$ cat config.mk
export PLATFORM = sky130hd
export DESIGN_NAME = hps_host_port
export DESIGN_NICKNAME = d
export VERILOG_FILES = /design/src/pkg/hps_pkg.sv /design/src/pkg/hps_flag_if.sv /design/src/hw/hps_status.sv /design/src/hw/hps_host_port.sv
export VERILOG_INCLUDE_DIRS = /design/src /design/src/pkg
export SDC_FILE = /design/constraint.sdc
export NUM_CORES = 1
export LEC_CHECK = 0
export ABC_AREA = 1
export BUFFER_PORTS_ARGS = -buffer_cell sky130_fd_sc_hd__clkbuf_2
export CORE_ASPECT_RATIO = 2
export CORE_UTILIZATION = 48
export CTS_BUF_LIST = sky130_fd_sc_hd__clkbuf_8 sky130_fd_sc_hd__clkbuf_16
export DETAILED_ROUTE_END_ITERATION = 10
export GPL_TIMING_DRIVEN = 0
export PLACE_DENSITY = 0.81
export SYNTH_ARGS = -nofsm -noshare
export SYNTH_HDL_FRONTEND = slang
export SYNTH_HIERARCHICAL = 1
export SYNTH_SLANG_ARGS = --single-unit
$ cat constraint.sdc
create_clock -name core_clk -period 2.3 [get_ports core_clk]
set_input_delay 0.575 -clock core_clk [delete_from_list [all_inputs] [get_ports core_clk]]
set_output_delay 0.575 -clock core_clk [all_outputs]
set_load 0.005 [all_outputs]
$ cat src/pkg/hps_regs.svh
// Purpose: Register addresses, bit positions and timing counts of the host port.
// Assumes: Addresses are 8-bit host register addresses.
// Notes: Definitions only.
`ifndef HPS_REGS_SVH
`define HPS_REGS_SVH
`define HPS_ADDR_STAT_HI 8'h61
`define HPS_ADDR_STAT_LO 8'h62
`define HPS_ADDR_MSK3U 8'h63
`define HPS_ADDR_MSK3L 8'h64
`define HPS_ADDR_MEMDATA 8'h65
`define HPS_BIT_OVR2 11
`define HPS_BIT_PERR2 3
`define HPS_BIT_PERR1 2
`define HPS_BIT_UNLK2 1
`define HPS_BIT_UNLK1 0
`define HPS_BIT_SAX 7
`define HPS_BIT_SAM 6
`define HPS_BIT_DAX 5
`define HPS_BIT_DAM 4
`define HPS_BIT_PHYBD 1
`define HPS_BIT_AFBD 0
`define HPS_BIT_EMPTY2 14
`define HPS_BIT_FULL2 12
`define HPS_ZERO16 16'h0000
`define HPS_MASK_RST 16'hFFFF
`define HPS_EXEC_CNT 2'h1
`define HPS_HOLD_CNT 2'h2
`endif

$ cat src/pkg/hps_pkg.sv
// Purpose: Types shared by the host port modules.
// Assumes: Nothing beyond the register header.
// Notes: States of the access sequencer.
package hps_pkg;
    typedef enum logic [2:0] {
        HPS_IDLE, HPS_EXEC, HPS_WAIT_MEM, HPS_DRIVE, HPS_HOLD
    } hps_state_t;
    typedef logic [15:0] hps_word_t;
endpackage

$ cat src/pkg/hps_flag_if.sv
// Purpose: Carries event pulses and read-clear strobes to the status file.
// Assumes: Single clock.
// Notes: Upper and lower halves travel together.
`timescale 1ns/100ps
interface hps_flag_if;
    logic [15:0] set_hi;
    logic [15:0] set_lo;
    logic clr_hi;
    logic clr_lo;
    logic [15:0] level_hi;
    logic [15:0] stat_hi;
    logic [15:0] stat_lo;
    modport core (output set_hi, set_lo, clr_hi, clr_lo, level_hi,
        input stat_hi, stat_lo);
    modport file (input set_hi, set_lo, clr_hi, clr_lo, level_hi,
        output stat_hi, stat_lo);
endinterface

$ cat src/hw/hps_status.sv
// Purpose: Sticky status bits of the third status register.
// Assumes: Clear strobes are single-cycle pulses from a host read.
// Notes: A set in the clear cycle wins so no event is lost.
`timescale 1ns/100ps
`include "hps_regs.svh"
module hps_status
    import hps_pkg::*;
(
    input wire logic core_clk,
    input wire logic reset,
    hps_flag_if.file fl
);
    logic [15:0] hi_q;
    logic [15:0] lo_q;

    // Events hold until the half is read or reset.
    always_ff @(posedge core_clk) begin
        if (reset) begin
            hi_q <= `HPS_ZERO16;
        end else if (fl.clr_hi) begin
            hi_q <= fl.set_hi;
        end else begin
            hi_q <= hi_q | fl.set_hi;
        end
    end

    always_ff @(posedge core_clk) begin
        if (reset) begin
            lo_q <= `HPS_ZERO16;
        end else if (fl.clr_lo) begin
            lo_q <= fl.set_lo;
        end else begin
            lo_q <= lo_q | fl.set_lo;
        end
    end

    // Level bits follow the monitored conditions, never cleared by reads.
    assign fl.stat_hi = hi_q | fl.level_hi;
    assign fl.stat_lo = lo_q;
endmodule

$ cat src/hw/hps_host_port.sv
// Behaviour
// - Set upper bit 11 when queue-2 FIFO overflows and data is lost.
// - Suppress frame-copied indicator on repeated frames while overflow bit set.
// - Upper bit 3 on queue-2 parity error, bit 2 on queue-1.
// - Upper bit 1 on queue-2 auto-unlock, bit 0 on queue-1.
// - Host reads draining past threshold clear the queue lock.
// - Lower bit 7 on exact source address filter match.
// - Lower bit 6 on any source address filter match.
// - Lower bit 5 on exact destination address filter match.
// - Lower bit 4 on any destination address filter match.
// - Lower bit 1 when physical layer self-test completes.
// - Lower bit 0 when address filter self-test completes.
// - Strobe ignored in synchronous mode; host holds it high.
// - Data bus not driven until a cycle after the sampling edge.
// - Read data valid with ready at second edge, held past deselect.
// - Ready low for exactly one cycle per access.
// - Registers take two cycles; memory data register may take longer.
// - Reading status clears set bits except buffer empty and full.
// - Each status bit may interrupt, gated by a mask register.
//
// Purpose: Synchronous host register port with the third status register.
// Assumes: Inputs synchronous to core_clk; bus clock is core_clk.
// Notes: Asynchronous mode is not handled here; with the strap low no access starts, and the strap is echoed on sync_mode.
`timescale 1ns/100ps
`include "hps_regs.svh"
module hps_host_port
    import hps_pkg::*;
(
    input wire logic core_clk,
    input wire logic reset,
    input wire logic port_mode_sync,
    input wire logic chip_select_n,
    input wire logic [7:0] host_reg_address,
    input wire logic host_read_write,
    input wire logic host_strobe_n,
    input wire logic [15:0] host_data_bus_in,
    output logic [15:0] host_data_bus_out,
    output logic host_data_bus_oe_n,
    output logic ready_n,
    output logic mem_req,
    input wire logic mem_ack,
    input wire logic [15:0] mem_rdata,
    output logic [15:0] mem_wdata,
    output logic mem_write,
    input wire logic q2_fifo_overflow,
    input wire logic q2_parity_error,
    input wire logic q1_parity_error,
    input wire logic q2_locked,
    input wire logic q1_locked,
    input wire logic q2_above_unlock,
    input wire logic q1_above_unlock,
    input wire logic q2_host_read,
    input wire logic q1_host_read,
    input wire logic q2_buffer_empty,
    input wire logic q2_buffer_full,
    input wire logic src_exact_match,
    input wire logic src_match,
    input wire logic dest_exact_match,
    input wire logic dest_match,
    input wire logic frame_repeated,
    input wire logic phy_selftest_done,
    input wire logic filter_selftest_done,
    output logic q2_unlock,
    output logic q1_unlock,
    output logic frame_copied_allow,
    output logic status_three_irq,
    output logic sync_mode
);
    hps_flag_if fl();
    hps_state_t state_q;
    logic [7:0] addr_q;
    logic rd_q;
    logic answer_now;
    logic [1:0] cnt_q;
    logic [15:0] mask_hi_q;
    logic [15:0] mask_lo_q;
    logic q2_unlock_ev;
    logic q1_unlock_ev;

    hps_status u_status (
        .core_clk(core_clk),
        .reset(reset),
        .fl(fl)
    );

    // One-hot position of a status bit; shared by both halves.
    function automatic logic [15:0] bit_at(input int pos);
        bit_at = 16'h0001 << pos;
    endfunction

    // Auto-unlock fires when a host read leaves a locked queue below
    // its threshold; the lock itself lives in the buffer manager.
    assign q2_unlock_ev = q2_locked & q2_host_read & ~q2_above_unlock;
    assign q1_unlock_ev = q1_locked & q1_host_read & ~q1_above_unlock;

    // Event pulses into the sticky status file.
    always_comb begin
        fl.set_hi = `HPS_ZERO16;
        fl.set_lo = `HPS_ZERO16;
        if (q2_fifo_overflow) begin
            fl.set_hi = fl.set_hi | bit_at(`HPS_BIT_OVR2);
        end
        if (q2_parity_error) begin
            fl.set_hi = fl.set_hi | bit_at(`HPS_BIT_PERR2);
        end
        if (q1_parity_error) begin
            fl.set_hi = fl.set_hi | bit_at(`HPS_BIT_PERR1);
        end
        if (q2_unlock_ev) begin
            fl.set_hi = fl.set_hi | bit_at(`HPS_BIT_UNLK2);
        end
        if (q1_unlock_ev) begin
            fl.set_hi = fl.set_hi | bit_at(`HPS_BIT_UNLK1);
        end
        if (src_exact_match) begin
            fl.set_lo = fl.set_lo | bit_at(`HPS_BIT_SAX);
        end
        if (src_match | src_exact_match) begin
            fl.set_lo = fl.set_lo | bit_at(`HPS_BIT_SAM);
        end
        if (dest_exact_match) begin
            fl.set_lo = fl.set_lo | bit_at(`HPS_BIT_DAX);
        end
        if (dest_match | dest_exact_match) begin
            fl.set_lo = fl.set_lo | bit_at(`HPS_BIT_DAM);
        end
        if (phy_selftest_done) begin
            fl.set_lo = fl.set_lo | bit_at(`HPS_BIT_PHYBD);
        end
        if (filter_selftest_done) begin
            fl.set_lo = fl.set_lo | bit_at(`HPS_BIT_AFBD);
        end
    end

    // Buffer empty and full are plain levels, never latched.
    assign fl.level_hi =
        (q2_buffer_empty ? bit_at(`HPS_BIT_EMPTY2) : `HPS_ZERO16)
        | (q2_buffer_full ? bit_at(`HPS_BIT_FULL2) : `HPS_ZERO16);

    // Read-clear strobes fire in the cycle the read data is captured.
    assign fl.clr_hi = (state_q == HPS_EXEC) && (cnt_q == `HPS_EXEC_CNT)
        && rd_q && (addr_q == `HPS_ADDR_STAT_HI);
    assign fl.clr_lo = (state_q == HPS_EXEC) && (cnt_q == `HPS_EXEC_CNT)
        && rd_q && (addr_q == `HPS_ADDR_STAT_LO);

    // The answer edge: end of a register execution, or memory done.
    assign answer_now = (state_q == HPS_EXEC && cnt_q == `HPS_EXEC_CNT
        && addr_q != `HPS_ADDR_MEMDATA)
        || (state_q == HPS_WAIT_MEM && mem_ack);

    // Access sequencer. The strobe input is never looked at here.
    always_ff @(posedge core_clk) begin
        if (reset) begin
            state_q <= HPS_IDLE;
            addr_q <= 8'h00;
            rd_q <= 1'b0;
            cnt_q <= 2'h0;
        end else begin
            case (state_q)
                HPS_IDLE: begin
                    if (!chip_select_n && port_mode_sync) begin
                        addr_q <= host_reg_address;
                        rd_q <= host_read_write;
                        cnt_q <= 2'h0;
                        state_q <= HPS_EXEC;
                    end
                end
                HPS_EXEC: begin
                    cnt_q <= cnt_q + 2'h1;
                    if (cnt_q == `HPS_EXEC_CNT) begin
                        if (addr_q == `HPS_ADDR_MEMDATA) begin
                            state_q <= HPS_WAIT_MEM;
                        end else begin
                            state_q <= HPS_DRIVE;
                        end
                    end
                end
                HPS_WAIT_MEM: begin
                    if (mem_ack) begin
                        state_q <= HPS_DRIVE;
                    end
                end
                HPS_DRIVE: begin
                    cnt_q <= 2'h0;
                    state_q <= HPS_HOLD;
                end
                HPS_HOLD: begin
                    if (chip_select_n) begin
                        cnt_q <= cnt_q + 2'h1;
                        if (cnt_q == `HPS_HOLD_CNT - 2'h1) begin
                            state_q <= HPS_IDLE;
                        end
                    end else begin
                        cnt_q <= 2'h0;
                    end
                end
                default: begin
                    state_q <= HPS_IDLE;
                end
            endcase
        end
    end

    // Ready pulses exactly once, at the edge that presents the answer.
    always_ff @(posedge core_clk) begin
        if (reset) begin
            ready_n <= 1'b1;
        end else begin
            ready_n <= !answer_now;
        end
    end

    // Read data is loaded at the answer edge so it stands with ready.
    always_ff @(posedge core_clk) begin
        if (reset) begin
            host_data_bus_out <= `HPS_ZERO16;
        end else if (state_q == HPS_WAIT_MEM && mem_ack) begin
            host_data_bus_out <= mem_rdata;
        end else if (state_q == HPS_EXEC && cnt_q == `HPS_EXEC_CNT) begin
            if (addr_q == `HPS_ADDR_STAT_HI) begin
                host_data_bus_out <= fl.stat_hi;
            end else if (addr_q == `HPS_ADDR_STAT_LO) begin
                host_data_bus_out <= fl.stat_lo;
            end else if (addr_q == `HPS_ADDR_MSK3U) begin
                host_data_bus_out <= mask_hi_q;
            end else if (addr_q == `HPS_ADDR_MSK3L) begin
                host_data_bus_out <= mask_lo_q;
            end else begin
                host_data_bus_out <= `HPS_ZERO16;
            end
        end
    end

    // Bus turn-on waits a cycle after sampling so the last driver can
    // float; it stays on until two edges after select goes away.
    always_ff @(posedge core_clk) begin
        if (reset) begin
            host_data_bus_oe_n <= 1'b1;
        end else begin
            host_data_bus_oe_n <= !(rd_q && (answer_now
                || state_q == HPS_DRIVE
                || (state_q == HPS_HOLD && !(chip_select_n
                && cnt_q == `HPS_HOLD_CNT - 2'h1))));
        end
    end

    // Interrupt mask, written at the end of a write execution.
    always_ff @(posedge core_clk) begin
        if (reset) begin
            mask_hi_q <= `HPS_MASK_RST;
            mask_lo_q <= `HPS_MASK_RST;
        end else if (state_q == HPS_EXEC && cnt_q == `HPS_EXEC_CNT
            && !rd_q) begin
            if (addr_q == `HPS_ADDR_MSK3U) begin
                mask_hi_q <= host_data_bus_in;
            end else if (addr_q == `HPS_ADDR_MSK3L) begin
                mask_lo_q <= host_data_bus_in;
            end
        end
    end

    // Memory data register access handshake.
    always_ff @(posedge core_clk) begin
        if (reset) begin
            mem_req <= 1'b0;
            mem_write <= 1'b0;
            mem_wdata <= `HPS_ZERO16;
        end else if (state_q == HPS_EXEC && cnt_q == `HPS_EXEC_CNT
            && addr_q == `HPS_ADDR_MEMDATA) begin
            mem_req <= 1'b1;
            mem_write <= !rd_q;
            mem_wdata <= host_data_bus_in;
        end else if (mem_ack) begin
            mem_req <= 1'b0;
            mem_write <= 1'b0;
        end
    end

    // Mask bit set means the source is blocked; reserved bits are left
    // to software, which must keep them masked.
    always_ff @(posedge core_clk) begin
        if (reset) begin
            status_three_irq <= 1'b0;
        end else begin
            status_three_irq <= |(fl.stat_hi & ~mask_hi_q)
                | |(fl.stat_lo & ~mask_lo_q);
        end
    end

    // Side outputs: unlock pulses, copied-indicator gate, strap echo.
    always_ff @(posedge core_clk) begin
        if (reset) begin
            q2_unlock <= 1'b0;
            q1_unlock <= 1'b0;
            frame_copied_allow <= 1'b1;
            sync_mode <= 1'b0;
        end else begin
            q2_unlock <= q2_unlock_ev;
            q1_unlock <= q1_unlock_ev;
            frame_copied_allow <= !(frame_repeated
                && fl.stat_hi[`HPS_BIT_OVR2]);
            sync_mode <= port_mode_sync;
        end
    end
endmodule

==> impl_metrics.tcl, run 1 <==
set metrics [dict create \
    core_um2 11400 \
    finalWorstSetupSlack_ns 0.220 \
    ff2ff_path_depth 10 \
    rrSetupSlack_ns 0.22 \
    path_cells "inv_2 -> nand2_1 -> nor2_8 -> buf_2 -> nand3_1 -> nor4_1 -> inv_2 -> buf_8 -> nand2_1 -> a21oi_2" \
    crit_path_top_delay_cell "nor4_1" \
    cp-startpoint "addr_q[7]" \
    whs_ns 0.326 \
    drive_gt1_share_pct 23.8 \
    design_area_um2 7040 \
    critPathMaxFanout 10 \
    start_util_pct 49.5 \
    fillers 1045 \
    cts_setup_buffers 0 \
    rsz0062_at_grt "no" \
    slowest_delay_ns 0.34 \
    drc_errors 0 \
    syn-cell-area_um2 5620 \
    grt_pass1_wl_um 25400 \
    gp_congestion 0.984 \
    synthAdderAreaFrac_pct 0.223 \
    placedCellCount 1058 \
    cts_buffers 17 \
    place_hpwl_um 12100 \
    placed_cell_area_um2 6440 \
    synth_compound_area_share_pct 15.4 \
    num_rows 55 \
    ir_drop_mv 0.562 \
    path_class "register to register" \
    p_leak_nw 3.60 \
    synth_area_leaders "dfxtp_1, nand2_1, nand3_1, inv_1, o21ai_0" \
    fmax_ghz 0.481 \
    antenna_found_initial 0 \
    ys_types 38 \
    fin_setup_tns_ns 0 \
    drv_slew 0 \
    synthCells 778 \
    io_buffers 104 \
    syn_avg_cell_area_um2 7.22 \
    max-cap-violations 0 \
    htreeDepth 4 \
    synth_top_area_cell "dfxtp_1" \
    wirelength_um 16300 \
    post-route-period-util_pct 90.4 \
    synth_xor_area_share_pct 0 \
    clk_root_buffer_cell "clkbuf_16" \
    power.density_nw_per_um2 771 \
    io_pins 106 \
    start_kind "register" \
    vias_per_cell 5.12 \
    fin_cells 1090 \
    total_power_mw 5.43 \
    cts_hold_buf 0 \
    layout_min_cycle_time_ns 2.08 \
    synth_top_family_by_area "simple AND/OR/NAND/NOR gates" \
    hold_viol 0 \
    vias 5576 \
    dieWidth_um 78.5 \
    grt_pass1_vias 5244 \
    synth-simple-area-share_pct 30.1 \
    finClkSkew_ns 0.00645 \
    drt_iter0_drc 395 \
    fin_nets 1001 \
    clock_latency_ns 0.42 \
    grt_max_degree 17 \
    firstDrtPassIters 5 \
    yosys.area.top_type_share_pct 42.4 \
    grt_use_total_pct 27.8 \
    ys_seq_area_share_pct 42.4 \
    worstMarginPinSlew_ns 0.713 \
    cts.sinks 119 \
    r2r_end "u_status/fl.stat_lo[8]" \
    utilization_pct 62.0 \
    setup_viol 0 \
    place_ws_ns 0.0975 \
    cts_tree "yes" \
    crit_path_end_kind "register" \
    routedWlPerCell_um 14.9 \
    cp-endpoint "u_status/fl.stat_lo[8]" \
    cts_buffer_depth 2 \
    synthMuxAreaShare_pct 0 \
    r2r_start "addr_q[7]" \
    ant_nets 0 \
    clk_pin_slew_ns 0.06 \
    ys_warn_count 6 \
    synth-seq-cells 119 \
    slew_headroom_pct 52.5 \
    area_growth_pct 25.4 \
    num_antenna_cells 0 \
    die_area_um2 12200 \
    globalRouteOverflowTotal 0 \
    outcome "finished clean" \
    cp_data_required_time_ns 2.61 \
    hp-class "input pin to register" \
    die_y_um 155 \
    arrival_ns 2.39 \
    ctsResizeCount 0 \
]
-- report_power, final --
| group | switching (mW) | internal [mW] | leakage, nW | total (mW) |
|---|---|---|---|---|
| logic | 0.371 | 0.209 | 2.34 | 0.580 |
| registers | 0.0516 | 2.14 | 0.973 | 2.19 |
| clock network | 1.00 | 1.66 | 0.278 | 2.66 |
| total | 1.42 | 4.00 | 3.60 | 5.43 |
-- registers in the layout (all words and copies together), names as in the netlist, 2 cells and up --
| name | cells |
|---|---|
| state_q | 3 |
| u_status/hi_q | 16 |
| host_data_bus_out | 16 |
| mem_wdata | 16 |
| mask_hi_q | 16 |
| cnt_q | 2 |
| mask_lo_q | 16 |
| addr_q | 8 |
| u_status/fl.stat_lo | 16 |
-- cell usage in the layout (no fill, tap or decap), types with 12 or more instances in the layout --
cell / count
dfxtp_1: 119
a21oi_2: 20
conb_1: 35
or2_2: 19
buf_2: 12
inv_1: 106
nor2_1: 53
o21ai_0: 46
nand3_1: 99
nand2_1: 165
a21oi_1: 43
o22ai_1: 14
clkbuf_16: 17
o21bai_1: 16
clkbuf_2: 104
-- cell families (layout without fill, tap and decap cells) --
logic type,after synthesis,in the layout
AO/OA/AOI/OAI,145,145
adder cells (fa/ha/maj),1,1
buffers and inverters,151,287
flip-flops,119,119
other,1,35
AND/OR/NAND/NOR,361,361
-- cell usage after synthesis --
master,instances
nand2_8,1
inv_1,106
nand4_2,1
buf_4,5
o21bai_1,16
a21oi_1,43
o21ai_0,46
inv_2,8
conb_1,1
inv_4,1
o21ai_1,4
buf_8,2
clkbuf_1,9
nand3_2,1
buf_1,2
nand2_1,165
nand3_1,99
a21oi_2,20
a211oi_1,1
o211ai_1,1
nand4_1,2
o22ai_1,14
nor2_4,5
nor4_1,3
clkinv_2,2
nor2_2,1
buf_2,12
nor2_1,53
ha_1,1
dfxtp_1,119
nand3_4,2
or2_2,19
nor3_1,3
nor2_8,2
buf_6,3
nand2_4,1
buf_12,1
nand2_2,3
-- layer usage --
layer / up-vias / share of wire [%] / global-route usage [%]
met3: 76 / 5.8 / 5.87
met2: 264 / 52 / 48.8
met4: 0 / 7.5 / 23.4
li1: 2776 / - / -
met1: 2460 / 35 / 27.1
met5: - / 0 / 0
-- area by class of cell --
type                    count  area, um2  area share (%)
multi-input cells         542       2700            38.3
plain buffers              34        223            3.16
flip-flops and latches    119       2380            33.8
well taps                 142        178            2.52
clock inverters            13        146            2.08
clock buffers              19        453            6.43
repair buffers            104        520            7.39
inverters                 117        444            6.31
-- worst min-delay path by stage --
stage              startpoint                 end  slack, ns  depth (start not counted)
2_1_floorplan       addr_q[7]           addr_q[7]       0.42                          2
3_3_place_gp        addr_q[7]           addr_q[7]       0.43                          2
3_5_place_dp        addr_q[4]           addr_q[4]       0.45                          2
4_1_cts        frame_repeated  frame_copied_allow       0.32                          2
5_1_grt        frame_repeated  frame_copied_allow       0.33                          2
6_report       frame_repeated  frame_copied_allow       0.33                          2
-- critical path, delay by kind of cell (launching register included) --
| family | cells | cell delay [ns] |
|---|---|---|
| simple gates | 5 | 0.88 |
| flops | 1 | 0.31 |
| compound gates | 1 | 0.07 |
| buf+inv | 4 | 0.71 |
No activity file was read; power rests on OpenSTA's default activity.
==> run 2: changes to the inputs <==
CTS_BUF_LIST = sky130_fd_sc_hd__clkbuf_8   (was sky130_fd_sc_hd__clkbuf_8 sky130_fd_sc_hd__clkbuf_16)
PLACE_DENSITY = 0.83   (was 0.81)
SETUP_SLACK_MARGIN = 0.05   (was unset)
SYNTH_HIERARCHICAL = unset   (was 1)
==> impl_metrics.tcl, run 2 <==
set metrics [dict create \
    outcome "finished clean" \
    start_util_pct 49.8 \
    grt_use_total_pct 27.3 \
    synth_xor_area_share_pct 0 \
    yosysMostFrequentCell "nand2_1" \
    vias_per_cell 5.41 \
    fmax_ghz 0.605 \
    hold_depth 2 \
    yosys.area.top_type_share_pct 45.2 \
    ir_drop_mv 0.445 \
    gp_congestion 0.971 \
    ff2ff_path_depth 7 \
    num_rows 48 \
    hold_viol 0 \
    htreeDepth 3 \
    drc_errors 0 \
    total_power_mw 3.60 \
    area_growth_pct 19.2 \
    p_leak_nw 2.62 \
    r2r_start "cnt_q[0]" \
    cts_buffers 9 \
    path_class "register to register" \
    drive_gt1_share_pct 26.3 \
    clock_latency_ns 0.38 \
    die_area_um2 9440 \
    hp-class "input pin to register" \
    firstDrtPassIters 5 \
    cts_buffer_depth 2 \
    setup_viol 0 \
    io_pins 106 \
    cts_tree "yes" \
    synth_edf_count 0 \
    cts.sinks 98 \
    post-route-period-util_pct 71.9 \
    ys_warn_count 0 \
    antenna_found_initial 0 \
    crit_top_cell "nor2_1" \
    mostFrequentLayoutCells "nand2_1, clkbuf_2, dfxtp_1" \
    power.density_nw_per_um2 697 \
    layout_min_cycle_time_ns 1.65 \
    ant_nets 0 \
    die_y_um 136 \
    critical_path.top_delay_family "simple AND/OR/NAND/NOR gates" \
    synth_area_leaders "dfxtp_1, nand2_1, nand3_1, a21oi_1, nor2_1" \
    synth_compound_area_share_pct 19.7 \
    worstMarginPinSlew_ns 0.669 \
    synth_top_area_cell "dfxtp_1" \
    ctsResizeCount 0 \
    whs_ns 0.367 \
    place_hpwl_um 10000 \
    dieWidth_um 69.2 \
    cts_setup_buffers 0 \
    final_common_cell "nand2_1" \
    ys_types 33 \
    synth-simple-area-share_pct 26.1 \
    clk_pin_slew_ns 0.10 \
    max-cap-violations 0 \
    path_cells "ha_1 -> inv_1 -> nor2_1 -> buf_4 -> nand4_2 -> a21oi_1 -> nor2_1" \
    fin_setup_tns_ns 0 \
    synth_fp_nets 639 \
    wirelength_um 12500 \
    start_kind "register" \
    vias 4281 \
    r2r_end "u_status.fl.stat_lo[5]" \
    fin_nets 754 \
    synthCells 573 \
    num_antenna_cells 0 \
    crit_path_end_kind "register" \
    globalRouteOverflowTotal 0 \
    ys_seq_area_share_pct 45.2 \
    postSynth.asyncResetShare_pct 0 \
    synthMuxAreaShare_pct 0 \
    routedWlPerCell_um 15.8 \
    min_to "q2_unlock" \
    grt_max_degree 17 \
    clk_root_buffer_cell "clkbuf_8" \
    synth_ff_type "dfxtp_1" \
    synth-seq-cells 98 \
    slew_headroom_pct 55.4 \
    critPathBufInv 2 \
    cts_hold_buf 0 \
    drt_iter0_drc 208 \
    fillers 825 \
    synth_top_family_by_area "simple AND/OR/NAND/NOR gates" \
    finalWorstSetupSlack_ns 0.646 \
    grt_pass1_wl_um 20100 \
    syn-cell-area_um2 4340 \
    grt_pass1_vias 4256 \
    cp_data_required_time_ns 2.54 \
    drv_slew 0 \
    min_from "q2_above_unlock" \
    crit_path_top_delay_cell "dfxtp_1" \
    netlist_top_cells_count "nand2_1, dfxtp_1, nor2_1, nand3_1, inv_1" \
    rrSetupSlack_ns 0.65 \
    rsz0062_at_grt "no" \
    slowest_delay_ns 0.36 \
    core_um2 8710 \
    finClkSkew_ns 0.0192 \
    arrival_ns 1.89 \
    syn_avg_cell_area_um2 7.57 \
    critPathMaxFanout 10 \
    synthAdderAreaFrac_pct 0.289 \
    io_buffers 104 \
    place_ws_ns 0.245 \
]
run 2: cell types whose count changed after synthesis, sizes merged, moves of 6 or more:
cell,previous run,this run
o21bai,16,0
nor2,61,67
a21oi,63,51
or2,19,5
o211ai,1,35
nand3,102,55
nand2,170,119
o21ai,50,40
inv,115,55
o22ai,14,5
dfxtp,119,98
run 2: final cells by class:
type	count	area (um2)	area share [%]
Timing Repair Buffer	104	520	10.1
Clock inverter	4	33.8	0.654
Multi-Input combinational cell	389	2000	38.7
Tap cell	100	125	2.42
Buffer	30	166	3.22
Inverter	56	210	4.07
Clock buffer	11	151	2.93
Sequential cell	98	1960	38.0
run 2: per-stage QoR:
| step | area, um2 | utilization, % | std cells |
|---|---|---|---|
| 2_1_floorplan | 4340 | - | 573 |
| 3_3_place_gp | 4980 | 57.2 | 777 |
| 3_5_place_dp | 4980 | 57.2 | 777 |
| 4_1_cts | 5170 | 59.3 | 792 |
| 5_1_grt | 5170 | 59.3 | 792 |
| 6_report | 5170 | 59.3 | 792 |
run 2: worst max path at each step:
stage	from	to	slack (ns)	cells past startpoint
CTS	cnt_q[0]	u_status.fl.stat_lo[5]	0.63	7
global route	cnt_q[0]	u_status.fl.stat_lo[5]	0.48	7
global placement	reset	status_three_irq	0.24	4
finish	cnt_q[0]	u_status.fl.stat_lo[5]	0.65	7
detailed placement	reset	u_status.fl.stat_lo[5]	0.25	4
floorplan	chip_select_n	addr_q[7]	0.92	7
run 2: logic make-up after synthesis:
group,after synthesis
buffers and inverters,86
AND/OR/NAND/NOR,255
AO/OA/AOI/OAI,133
flip-flops,98
adder cells (fa/ha/maj),1
run 2: per-layer routing:
layer / GRT usage (%) / vias up / part of all wire [%]
li1: - / 2131 / -
met1: 26.7 / 1970 / 36
met5: 0 / - / 0
met4: 15.8 / 0 / 4.3
met3: 4.97 / 39 / 3.9
met2: 52.5 / 141 / 56
run 2: power by group:
part	switching, mW	internal, mW	total (mW)	leakage, nW
logic	0.433	0.235	0.668	1.73
clock network	0.604	0.456	1.06	0.0924
registers	0.0799	1.79	1.87	0.797
==> run 3: changes to the inputs <==
PLACE_DENSITY = 0.86   (was 0.83)
clock period = 1.5 ns   (was 2.3 ns; I/O delays follow)
==> impl_metrics.tcl, run 3 (synthesis results as in run 2) <==
set metrics [dict create \
    p_leak_nw 2.80 \
    gp_congestion 0.933 \
    grt_pass1_wl_um 21000 \
    cp-endpoint "mask_lo_q[3]" \
    grt_use_total_pct 28.6 \
    grt_pass1_vias 4399 \
    cts_tree "yes" \
    slew_headroom_pct 52.4 \
    wirelength_um 13800 \
    htreeDepth 3 \
    finalWorstSetupSlack_ns 0.0535 \
    max-cap-violations 0 \
    cts.sinks 98 \
    cp-startpoint "addr_q[0]" \
    hp-class "input pin to register" \
    place_ws_ns -0.305 \
    die_area_um2 9440 \
    post-route-period-util_pct 96.4 \
    power.density_nw_per_um2 1050 \
    ant_nets 0 \
    core_um2 8710 \
    die_y_um 136 \
    num_antenna_cells 0 \
    drc_errors 0 \
    rsz0062_at_grt "yes" \
    path_class "register to register" \
    clk_root_buffer_cell "clkbuf_8" \
    cp_data_required_time_ns 1.74 \
    start_kind "register" \
    crit_path_end_kind "register" \
    drive_gt1_share_pct 36.7 \
    r2r_start "addr_q[0]" \
    hold_viol 0 \
    finClkSkew_ns 0.0204 \
    globalRouteOverflowTotal 0 \
    num_rows 48 \
    final_common_cell "clkbuf_2" \
    clock_latency_ns 0.40 \
    r2r_end "mask_lo_q[3]" \
    crit_path_top_delay_cell "dfxtp_2" \
    placed_cell_area_um2 4980 \
    cts_hold_buf 0 \
    rrSetupSlack_ns 0.05 \
    fin_nets 774 \
    mostFrequentLayoutCells "clkbuf_2, nand2_1, dfxtp_1" \
    total_power_mw 5.99 \
    vias_per_cell 5.64 \
    fmax_ghz 0.691 \
    start_util_pct 49.8 \
    cts_buffer_depth 2 \
    drv_slew 0 \
    place_hpwl_um 10300 \
    slowest_delay_ns 0.37 \
    setup_viol 0 \
    vias 4585 \
    design_area_um2 5700 \
    outcome "finished clean" \
    ff2ff_path_depth 8 \
    drt_iter0_drc 325 \
    worstMarginPinSlew_ns 0.714 \
    arrival_ns 1.69 \
    critPathMaxFanout 6 \
    area_growth_pct 31.5 \
    firstDrtPassIters 5 \
    routedWlPerCell_um 16.9 \
    io_buffers 104 \
    antenna_found_initial 0 \
    path_cells "inv_2 -> nand2_1 -> nor2_4 -> nand4_1 -> buf_6 -> buf_8 -> nand2_2 -> o211ai_1" \
    dieWidth_um 69.2 \
    ir_drop_mv 0.682 \
    clk_pin_slew_ns 0.10 \
    cts_buffers 9 \
    grt_max_degree 20 \
    layout_min_cycle_time_ns 1.45 \
    io_pins 106 \
]
run 3: where the power goes:
group          total, mW  internal, mW  switching [mW]
clock               1.69         0.650            1.04
combinational       1.36         0.544           0.813
sequential          2.94          2.77           0.172
total               5.99          3.96            2.02
run 3: repair_timing:
| action | CTS | global route |
|---|---|---|
| gates resized for setup | 52 | 71 |
| setup endpoints to repair | 81 | 82 |
| cloned | 2 | 3 |
| pin swaps | 7 | 14 |
| setup buffers | 5 | 10 |
run 3: layout make-up:
| type | count | area (um2) |
|---|---|---|
| clock inverters | 7 | 72.6 |
| clock buffers | 9 | 124 |
| inverters | 56 | 220 |
| well taps | 100 | 125 |
| plain buffers | 30 | 250 |
| repair buffers | 124 | 707 |
| multi-input cells | 389 | 2220 |
| fillers | 742 | 3010 |
| flip-flops and latches | 98 | 1990 |
run 3: metrics by stage:
step / hold slack, ns / util, % / TNS (ns) / cells
5_1_grt: 0.146 / 65.5 / -0.0942 / 813
3_5_place_dp: 0.463 / 57.2 / -9.15 / 777
2_1_floorplan: 0.408 / - / 0 / 573
6_report: 0.151 / 65.5 / 0 / 813
4_1_cts: 0.141 / 61.7 / 0 / 800
3_3_place_gp: 0.454 / 57.2 / -6.25 / 777
run 3: critical path, delay by kind of cell (launching register included):
| family | cells | cell delay (ns) |
|---|---|---|
| DFF | 1 | 0.37 |
| buffers and inverters | 3 | 0.41 |
| AOI/OAI and AO/OA | 1 | 0.07 |
| and+or+nand+nor | 4 | 0.43 |
run 3: worst min-delay path by stage:
stage	startpoint	depth (start not counted)	to	slack, ns
after floorplan	u_status.hi_q[11]	1	frame_copied_allow	0.41
after global placement	mask_hi_q[2]	2	mask_hi_q[2]	0.45
after detailed placement	mask_hi_q[15]	2	mask_hi_q[15]	0.46
after CTS	q1_above_unlock	2	q1_unlock	0.14
after global routing	q1_above_unlock	2	q1_unlock	0.15
final	q1_above_unlock	2	q1_unlock	0.15
run 3: routing by layer:
| metal | global-route usage (%) | wire [um] | part of all wire, % |
|---|---|---|---|
| met1 | 27.5 | 4650 | 34 |
| met2 | 55.9 | 7870 | 57 |
| met3 | 4.89 | 651 | 4.7 |
| met4 | 16.2 | 588 | 4.3 |
| met5 | 0 | 0 | 0 |
